$ cat src/inc/nfh_regs.svh
// Functional notes
// - Hold chip select low for every access
// - Address latch high marks address cycles
// - Command latch high marks command cycles
// - Open-drain ready/busy needs a pull-up
// - Five address cycles: column two, row three
// - Unused upper address bits driven low
// - Data input: both latches low, read high
`ifndef NFH_REGS_SVH
`define NFH_REGS_SVH
// Array geometry
`define NFH_PAGE_MAIN 2048
`define NFH_PAGE_SPARE 64
`define NFH_BLOCKS 2048
`define NFH_PAGES_PER_BLOCK 64
`define NFH_COL_BITS 12
`define NFH_ROW_BITS 17
`define NFH_PLANE_BIT 6
`define NFH_ADDR_CYCLES 5
// Strobe timing in ns and in 4 ns cycles (least times round up)
`define NFH_CLK_PERIOD_NS 4
`define NFH_STROBE_LOW_NS 12
`define NFH_STROBE_HIGH_NS 10
`define NFH_READ_ACCESS_DELAY_NS 20
`define NFH_STROBE_LOW_CYC \
  ((`NFH_STROBE_LOW_NS + `NFH_CLK_PERIOD_NS - 1) / `NFH_CLK_PERIOD_NS)
`define NFH_STROBE_HIGH_CYC \
  ((`NFH_STROBE_HIGH_NS + `NFH_CLK_PERIOD_NS - 1) / `NFH_CLK_PERIOD_NS)
`define NFH_READ_ACCESS_CYC \
  ((`NFH_READ_ACCESS_DELAY_NS + `NFH_CLK_PERIOD_NS - 1) / `NFH_CLK_PERIOD_NS)
`define NFH_CNT_W 4
`endif

$ cat src/inc/nfh_pkg.sv
package nfh_pkg;
  // Kind of bus cycle requested by the user side
  typedef enum logic [2:0] {
    NFH_OP_CMD = 3'h0,
    NFH_OP_ADDR = 3'h1,
    NFH_OP_WRITE = 3'h2,
    NFH_OP_READ = 3'h3,
    NFH_OP_ADDR5 = 3'h4
  } nfh_op_type;
  // One user request
  typedef struct packed {
    nfh_op_type op;
    logic [7:0] data;
    logic [11:0] column;
    logic [16:0] row;
  } nfh_req_type;
  // Pins driven toward the flash
  typedef struct packed {
    logic chip_sel_n;
    logic cmd_latch;
    logic addr_latch;
    logic write_strobe_n;
    logic read_strobe_n;
    logic write_prot_n;
    logic [7:0] io_out;
    logic [7:0] io_oe;
  } nfh_pins_type;
endpackage

$ cat src/verilog/nfh_sync.sv
`timescale 1ns/10ps
// Two-flop synchroniser for pin inputs, two stages per bit
module nfh_sync #(
  parameter int WIDTH = 1
) (
  input wire logic clk,
  input wire logic nrst,
  input wire logic [WIDTH-1:0] async_in,
  output logic [WIDTH-1:0] sync_out
);
  logic [WIDTH-1:0] meta_q;
  logic [WIDTH-1:0] sync_q;
  // First stage feeds only the second
  always_ff @(posedge clk or negedge nrst) begin
    if (!nrst) begin
      meta_q <= '0;
      sync_q <= '0;
    end else begin
      meta_q <= async_in;
      sync_q <= meta_q;
    end
  end
  assign sync_out = sync_q;
endmodule

$ cat src/verilog/nfh_host.sv
`timescale 1ns/10ps
`include "nfh_regs.svh"
// Host-side sequencer that drives a NAND flash through its pins
// Requests are taken one at a time; each becomes one or more bus cycles
module nfh_host
  import nfh_pkg::*;
#(
  // Phase lengths in clock cycles
  parameter int STROBE_LOW = `NFH_STROBE_LOW_CYC,
  parameter int STROBE_HIGH = `NFH_STROBE_HIGH_CYC,
  parameter int READ_ACCESS = `NFH_READ_ACCESS_CYC
) (
  input wire logic clk,
  input wire logic nrst,
  input wire logic req_valid,
  output logic req_ready,
  input wire nfh_req_type req,
  input wire logic chip_en,
  input wire logic write_prot_n,
  output logic [7:0] rd_data,
  output logic rd_valid,
  output logic busy,
  output nfh_pins_type pins,
  input wire logic [7:0] io_in,
  input wire logic ready_busy_n
);
  // Sequencer states, one-hot
  // One-hot codes keep the pin decode to single-bit compares
  typedef enum logic [4:0] {
    ST_IDLE = 5'b00001,
    ST_WLOW = 5'b00010,
    ST_WHIGH = 5'b00100,
    ST_RLOW = 5'b01000,
    ST_RHIGH = 5'b10000
  } nfh_state_type;

  // Sequencer state and its counters
  nfh_state_type state_q, state_d; // Current phase of the bus cycle
  logic [`NFH_CNT_W-1:0] cnt_q, cnt_d; // Phase timer
  logic [2:0] acyc_q, acyc_d; // Address cycle index
  logic [2:0] acyc_last_q, acyc_last_d; // Last address cycle index
  nfh_req_type cur_q, cur_d; // Request in flight
  // Read return path
  logic [7:0] rd_data_q, rd_data_d; // Last byte taken off the bus
  logic rd_valid_q, rd_valid_d; // One-cycle strobe beside rd_data
  // Pin inputs after the synchroniser
  logic [7:0] io_sync; // Bus level, two flops late
  logic rb_sync; // Ready line, two flops late; low means busy
  logic last_phase; // Phase timer has run out
  // Pin values are built whole here and leave through one assignment
  nfh_pins_type pins_d;

  // Pin inputs pass two flops; the bus is only read long after it has
  // settled, so bits landing a cycle apart do no harm
  nfh_sync #(.WIDTH(9)) u_sync (
    .clk(clk),
    .nrst(nrst),
    .async_in({ready_busy_n, io_in}),
    .sync_out({rb_sync, io_sync})
  );

  // Byte for a given address cycle, unused upper bits forced low
  function automatic logic [7:0] addr_byte(input logic [2:0] idx, input nfh_req_type r);
    logic [7:0] b;
    // Index 4 and above send the row top bit
    b = 8'h00;
    if (idx == 3'd0) begin
      // Column low byte goes first
      b = r.column[7:0];
    end else if (idx == 3'd1) begin
      // Column top nibble; upper half of the byte stays low
      b = {4'h0, r.column[11:8]};
    end else if (idx == 3'd2) begin
      // Row low byte; its bit 6 is the plane select
      b = r.row[7:0];
    end else if (idx == 3'd3) begin
      // Row middle byte
      b = r.row[15:8];
    end else begin
      // Row top bit alone; the other seven are held low
      b = {7'h00, r.row[16]};
    end
    return b;
  endfunction

  // The timer counts down; zero marks the final cycle of a phase
  assign last_phase = (cnt_q == '0);

  // Next-state logic of the sequencer
  always_comb begin
    state_d = state_q;
    cnt_d = cnt_q;
    acyc_d = acyc_q;
    acyc_last_d = acyc_last_q;
    cur_d = cur_q;
    rd_data_d = rd_data_q;
    rd_valid_d = 1'b0;
    case (state_q)
      ST_IDLE: begin
        // Only start when the flash is ready and selected
        if (req_valid && chip_en && rb_sync) begin
          // Capture the whole request; the user side may change it next cycle
          cur_d = req;
          acyc_d = 3'd0;
          // Plain address sends the column only, the long form adds the row
          acyc_last_d = (req.op == NFH_OP_ADDR5) ? 3'd4 : 3'd1;
          cnt_d = `NFH_CNT_W'(STROBE_LOW - 1);
          state_d = (req.op == NFH_OP_READ) ? ST_RLOW : ST_WLOW;
        end
      end
      ST_WLOW: begin
        // Write strobe low with the byte on the bus
        if (last_phase) begin
          // Strobe rises next cycle; the flash latches on that edge
          cnt_d = `NFH_CNT_W'(STROBE_HIGH - 1);
          state_d = ST_WHIGH;
        end else begin
          cnt_d = cnt_q - 1'b1;
        end
      end
      ST_WHIGH: begin
        // Strobe high; latches and data still held for the hold time
        if (!last_phase) begin
          cnt_d = cnt_q - 1'b1;
        end else if ((cur_q.op == NFH_OP_ADDR || cur_q.op == NFH_OP_ADDR5)
                     && acyc_q != acyc_last_q) begin
          // Further address bytes follow back to back
          acyc_d = acyc_q + 3'd1;
          cnt_d = `NFH_CNT_W'(STROBE_LOW - 1);
          state_d = ST_WLOW;
        end else begin
          // Cycle complete; idle for at least one cycle
          state_d = ST_IDLE;
        end
      end
      ST_RLOW: begin
        // Hold read strobe low past the access delay, then sample
        // The byte seen here left the pins two flops ago and has settled
        if (last_phase) begin
          rd_data_d = io_sync;
          rd_valid_d = 1'b1;
          cnt_d = `NFH_CNT_W'(STROBE_HIGH - 1);
          state_d = ST_RHIGH;
        end else begin
          cnt_d = cnt_q - 1'b1;
        end
      end
      ST_RHIGH: begin
        // Strobe high time before the next cycle may begin
        if (last_phase) begin
          state_d = ST_IDLE;
        end else begin
          cnt_d = cnt_q - 1'b1;
        end
      end
      default: begin
        // An illegal code recovers to idle
        state_d = ST_IDLE;
      end
    endcase
    // Low phase lasts the access delay, one cycle of margin before the
    // first flop, and both flops; one cycle less would sample the bus
    // at the very edge where the flash changes it
    if (state_q == ST_IDLE && state_d == ST_RLOW) begin
      cnt_d = `NFH_CNT_W'(READ_ACCESS + 2);
    end
  end

  // Sequencer registers; they only register the next values above
  // Reset leaves every strobe high and the bus released
  always_ff @(posedge clk or negedge nrst) begin
    if (!nrst) begin
      state_q <= ST_IDLE;
      cnt_q <= '0;
      acyc_q <= 3'd0;
      acyc_last_q <= 3'd0;
      cur_q <= '0;
      rd_data_q <= 8'h00;
      rd_valid_q <= 1'b0;
    end else begin
      // Normal running
      state_q <= state_d;
      cnt_q <= cnt_d;
      acyc_q <= acyc_d;
      acyc_last_q <= acyc_last_d;
      cur_q <= cur_d;
      rd_data_q <= rd_data_d;
      rd_valid_q <= rd_valid_d;
    end
  end

  // Pin drive, decoded from state; latches never both high
  // Built in a variable first: setting the port field by field would
  // show passing edges on the strobes, and the flash acts on every edge
  always_comb begin
    // Idle values: strobes high, latches low, bus released
    pins_d = '0;
    pins_d.chip_sel_n = !(chip_en || state_q != ST_IDLE);
    pins_d.write_prot_n = write_prot_n;
    pins_d.write_strobe_n = (state_q != ST_WLOW);
    pins_d.read_strobe_n = (state_q != ST_RLOW);
    if (state_q == ST_WLOW || state_q == ST_WHIGH) begin
      // Latch selects and data stay put across the whole strobe
      pins_d.cmd_latch = (cur_q.op == NFH_OP_CMD);
      pins_d.addr_latch = (cur_q.op == NFH_OP_ADDR || cur_q.op == NFH_OP_ADDR5);
      pins_d.io_oe = 8'hFF;
      if (pins_d.addr_latch) begin
        // Address bytes come from the request in cycle order
        pins_d.io_out = addr_byte(acyc_q, cur_q);
      end else begin
        // Command or data byte
        pins_d.io_out = cur_q.data;
      end
    end
  end
  // One whole assignment per change, so every pin moves at once
  assign pins = pins_d;

  // Ready for a request only when idle, selected and the flash is ready
  assign req_ready = (state_q == ST_IDLE) && chip_en && rb_sync;
  // Read byte and its strobe straight from flops
  assign rd_data = rd_data_q;
  assign rd_valid = rd_valid_q;
  // The line idles high through its pull-up; low means the flash is working
  assign busy = !rb_sync;
endmodule

$ cat config.mk
export PLATFORM = sky130hd
export DESIGN_NAME = nfh_host
export DESIGN_NICKNAME = d
export VERILOG_FILES = /design/src/inc/nfh_pkg.sv /design/src/verilog/nfh_sync.sv /design/src/verilog/nfh_host.sv
export VERILOG_INCLUDE_DIRS = /design/src /design/src/inc
export SDC_FILE = /design/constraint.sdc
export NUM_CORES = 1
export LEC_CHECK = 0
export BUFFER_PORTS_ARGS = -buffer_cell sky130_fd_sc_hd__buf_2
export CAP_MARGIN = 40
export CORE_MARGIN = 5
export CORE_UTILIZATION = 48
export DETAILED_ROUTE_END_ITERATION = 12
export GPL_ROUTABILITY_DRIVEN = 0
export GPL_TIMING_DRIVEN = 0
export PLACE_DENSITY = 0.73
export REMOVE_ABC_BUFFERS = 1
export SLEW_MARGIN = 30
export SYNTH_ARGS = -nofsm -noshare
export SYNTH_HDL_FRONTEND = slang
export SYNTH_SLANG_ARGS = --single-unit
$ cat constraint.sdc
create_clock -name clk -period 2 [get_ports clk]
set_clock_uncertainty 0.1 [all_clocks]
set_input_delay 0.3 -clock clk [delete_from_list [all_inputs] [get_ports clk]]
set_output_delay 0.3 -clock clk [all_outputs]
set_load 0.05 [all_outputs]
# After elaboration in Yosys (flattened, before gate mapping)
# Cells that the tools add are included.
dict set report op_classes {
  n_addsub 2
  n_reduce_logical 21
  mux 29
  n_eq_ne 23
}
# op count
set op_table {}
lappend op_table {{$mux W8} 5}
lappend op_table {{$mux W4} 7}
lappend op_table {{$mux W5} 5}
lappend op_table {{$pmux W5 S5} 1}
lappend op_table {{$mux W16} 1}
lappend op_table {{$pmux W4 S4} 1}
lappend op_table {{$mux W3} 4}
lappend op_table {{$eq A5 B4 Y1 const B} 2}
lappend op_table {{$eq A3 B2 Y1 const B} 3}
lappend op_table {{$reduce_and A4 Y1} 2}
lappend op_table {{$eq A3 B1 Y1 const B} 2}
lappend op_table {{$eq A3 B3 Y1 const B} 2}
lappend op_table {{$logic_and A1 B1 Y1} 6}
lappend op_table {{$logic_not A3 Y1} 2}
lappend op_table {{$ne A2 B2 Y1 const B} 3}
lappend op_table {{$pmux W3 S2} 1}
lappend op_table {{$eq A5 B1 Y1 const B} 1}
lappend op_table {{$eq A5 B2 Y1 const B} 1}
lappend op_table {{$eq A5 B3 Y1 const B} 1}
lappend op_table {{$eq A5 B5 Y1 const B} 1}
lappend op_table {{$ne A5 B1 Y1 const B} 1}
lappend op_table {{$ne A5 B2 Y1 const B} 1}
lappend op_table {{$ne A5 B4 Y1 const B} 1}
lappend op_table {{$reduce_bool A5 Y1} 1}
lappend op_table {{other kinds (14)} 20}
dict set report word_totals {
  out_inout_bits 33
  regBits 82
  input_bits 54
  wordCells 87
}

# Logic depth before layout (Yosys ltp)
dict set report depth {
  word_depth 10
  mapped_depth 8
  ltp_nobuf 7
}

# By module
# Synthesis repeated with hierarchy kept, for this count alone.
dict set report unflattened {
  cells_unflattened 340
  area_unflattened_um2 3753.6
}
# mod cells_per_inst n_inst area_per_inst_um2
set by_module_without_submodules {}
lappend by_module_without_submodules {nfh_host 322 1 3303.2}
lappend by_module_without_submodules {nfh_sync 18 1 450.4}

# Least setup slack after synthesis
# Ideal clock, no wire load.
dict set report synth_timing {
  kind {register to output}
  startpoint {register state_q[0]}
  endpoint {output port pins[20] (netlist name)}
  path_buffers 2
  path_stages_with_launch 6
  arrival_ns 2.486
  slack_ns -0.886
  cell_sequence {dfstp_2 > clkbuf_1 > nor2_1 > nand3b_1 > clkbuf_1 > nor4_1}
}
# element line
set synth_lines {}
lappend synth_lines {{start, declared} nfh_host.sv:38} ;# nfh_state_type state_q, state_d;
lappend synth_lines {{start signal, assigned} nfh_host.sv:182} ;# state_q <= state_d;
lappend synth_lines {{end, declared} nfh_host.sv:23} ;# output nfh_pins_type pins,

==> results.yml <==
status:
  status: "complete, but fails checks"
  violations: "negative setup slack"
critical_path:
  path_class: "flip-flop to primary output"
  worst_ep_required_time_ns: 1.60
  reg2reg_from: "state_q[2]$_DFF_PN0_"
  critical_path.startpoint: "acyc_q[1]$_DFFE_PN0P_"
  crit_fanout: 7
  start_kind: "flip-flop"
  cp.arrival_ns: 2.17
  endpoint_kind: "primary output"
global_route:
  grt_pass1_vias: 2905
  grt_pass1_wl_mm: 14.23
  overflow: 0
  grt_usage_pct: 18.88
  grt_max_degree: 46
  antenna_found_initial: 0
hold_path:
  worstHoldStart: "req[29]"
  worstHoldPathType: "input pin to flip-flop"
place:
  dpl_cell_area_mm2: 0.004119
  portBuffers: 84
  place_hpwl_mm: 5.498
timing:
  rsz0062_at_grt: "true"
  period_share_pct: 128.6
  fin_ws_ns: -0.5726
  max_slew.worst_pin.slew_ns: 0.5882
  hold_viol_final: 0
  fin_crit_ns: 2.573
  maxSlewViolCount: 0
  max_freq_ghz: 0.3887
  setup_viol: 29
  relSlewSlack_pct: 60.48
yosys:
  synth_fa_ha_area_share_pct: 2.415
  synth_cells: 315
  syn_avg_cell_area_um2: 11.52
  seq_area_frac_synth_pct: 55.92
  synth-main-ff-cell: "dfrtp_1"
  synth-edff-count: 0
  synth.top_cells.by_area: "dfrtp_1 55%, mux2_2 12%, nand2_1 4.3%, ha_1 2.4%, a21oi_1 1.9%"
  synth_top_family_by_area: "simple AND/OR/NAND/NOR gates"
  synthArstFlopShare_pct: 100.0
  synth_cell_types: 47
  synth_compound_area_share_pct: 7.899
  yosys.area.top_type: "dfrtp_1"
  synth-xor-area-share_pct: 1.449
  synth_top_area_share_pct: 55.19
  synthMuxAreaShare_pct: 13.52
  ys_ff_latch: 81
  yosysWarnings: 0
  synth_simple_gate_area_share_pct: 13.73
  syn_area_mm2: 0.003627
pwr:
  power_leakage_nw: 2.480
  vdd_drop_max_uv: 564.4
  power.density_mw_per_mm2: 734.5
  finalPower_w: 0.003864
die:
  core_area_mm2: 0.007292
  start_util_pct: 49.74
  die_y_um: 96.93
  die_area_mm2: 0.009395
  row_count: 31
  die_x_um: 96.93
  io_pins: 87
clock_tree:
  cts_tree: "yes"
  h-tree-depth: 3
  clkSlewWorstSetupHoldPaths_ns: 0.09
  cts_buffers: 9
  insertion_delay_ns: 0.36
  cts_root_buf: "clkbuf_8"
  cts_buffer_depth: 2
  cts_sinks: 81
route:
  drtAntennaViolNets: 0
  wire_per_inst_um: 17.44
  viasPerCell: 5.231
  drt_first_pass_iters: 4
  vias: 2856
  route.detailed.drc: 0
  wl_mm: 9.520
  first_iter_violations: 108
layout:
  postLayoutCellArea_mm2: 0.005261
  antenna_cells: 0
  drive_above_1_share_pct: 56.60
  nNetsFinal: 503
  area_delta_synth_final_pct: 45.05
run:
  drv_cap: 0
## layout by cell type, fill, tap and decap left out, types with 4 or more instances in the layout
cell,instances
dlygate4sd3_1,10
buf_6,26
dfrtp_1,71
nand3_1,6
mux2i_1,4
xor2_1,4
nand2_1,39
and3_1,4
a21oi_2,8
dfrtp_2,9
buf_2,62
inv_1,6
a21oi_1,6
mux2_2,40
buf_4,30
a211o_1,4
nand2_2,4
clkbuf_8,9
buf_8,11
nor2_4,5
nor2_1,9
nor2_2,4
ha_4,5
nor3_1,5
a211oi_1,6
## per-stage QoR
step	hold WS (ns)	util, %	setup slack (ns)	instances	setup TNS, ns
floorplan	-0.09559	-	-1.627	291	-68.37
global placement	0.2323	55.30	-2.032	474	-104.32
detailed placement	0.1203	56.49	-0.4864	479	-12.00
CTS	0.05168	67.07	-0.4748	529	-3.755
global route	0.04765	72.15	-0.6869	546	-7.244
finish	0.06075	72.15	-0.5726	546	-5.111
## repair_timing
action	in CTS	in global routing
pin swaps	22	28
endpoints found under the hold margin	45	0
gates resized for setup	92	58
hold buffers	10	0
setup endpoints to repair	63	33
buffers inserted	24	17
## path summary, 6_finish.rpt
check	endpoint	slack, ns	cells after the start
min reg2reg	u_sync.sync_out[8]$_DFF_PN0_	0.24	0
max	pins[12]	-0.57	9
min	cur_q[29]$_DFFE_PN0P_	0.06	2
max in group asynchronous	state_q[0]$_DFF_PN1_	0.95	3
min in group asynchronous	u_sync.sync_out[4]$_DFF_PN0_	0.29	2
max reg2reg	cnt_q[1]$_DFFE_PN0P_	-0.16	8
## registers in the layout, indices dropped and copies added (netlist names)
signal / flops
rd_valid: 1
acyc_q: 3
cur_q: 40
rd_data: 8
state_q: 5
cnt_q: 4
u_sync.sync_out: 9
acyc_last_q: 2
u_sync.meta_q: 9
## area by class of cell
class                   count  area, um2
flip-flops and latches     81       2039
fillers                   496       2031
multi-input cells         198       1742
repair buffers            140       1121
clock buffers               9      123.9
well taps                  99      123.9
inverters                  12      60.06
clock inverters             7      51.30
## power by group
part	switching (W)	leakage [nW]	internal, W
clock	0.000640	0.0864	0.000459
sequential	0.000147	0.977	0.00186
combinational	0.000357	1.42	0.000398
total	0.00114	2.48	0.00272
## synthesized netlist by cell type (3+ instances only)
cell      instances
a211o_1           4
a211oi_1          9
a21oi_1          14
and3_1            4
buf_1             3
buf_2             6
buf_4             9
clkbuf_1          5
dfrtp_1          80
ha_1              7
inv_1            11
mux2_2           40
mux2i_1           4
nand2_1          42
nand3_1           7
nand4_1           3
nor2_1           18
nor3_1            7
o22ai_1           3
xor2_1            5
## critical path, cell delays in order (launching register included)
cell and delay, ns:
dfrtp_2 0.48, inv_4 0.11, ha_4 0.18, nor2_4 0.05
nor2_4 0.21, buf_4 0.16, a21oi_2 0.03, a211oi_1 0.27
nor3_1 0.12, buf_4 0.20
## cells by family after synthesis
| group | count (synthesis) |
|---|---|
| muxes | 44 |
| DFF | 81 |
| buffers and inverters | 36 |
| and+or+nand+nor | 101 |
| adders and majority gates | 7 |
| AOI/OAI and AO/OA | 40 |
| xor gates and xnor gates | 6 |
## metal layers
metal  up-vias  track usage [%]  routed length, um
li1       1339                -                  -
met1      1403            23.41               3766
met2        91            31.16               4955
met3        23            6.187                576
met4         0            6.156                222
met5         -                0                  0
No activity file was read; power rests on OpenSTA's default activity.
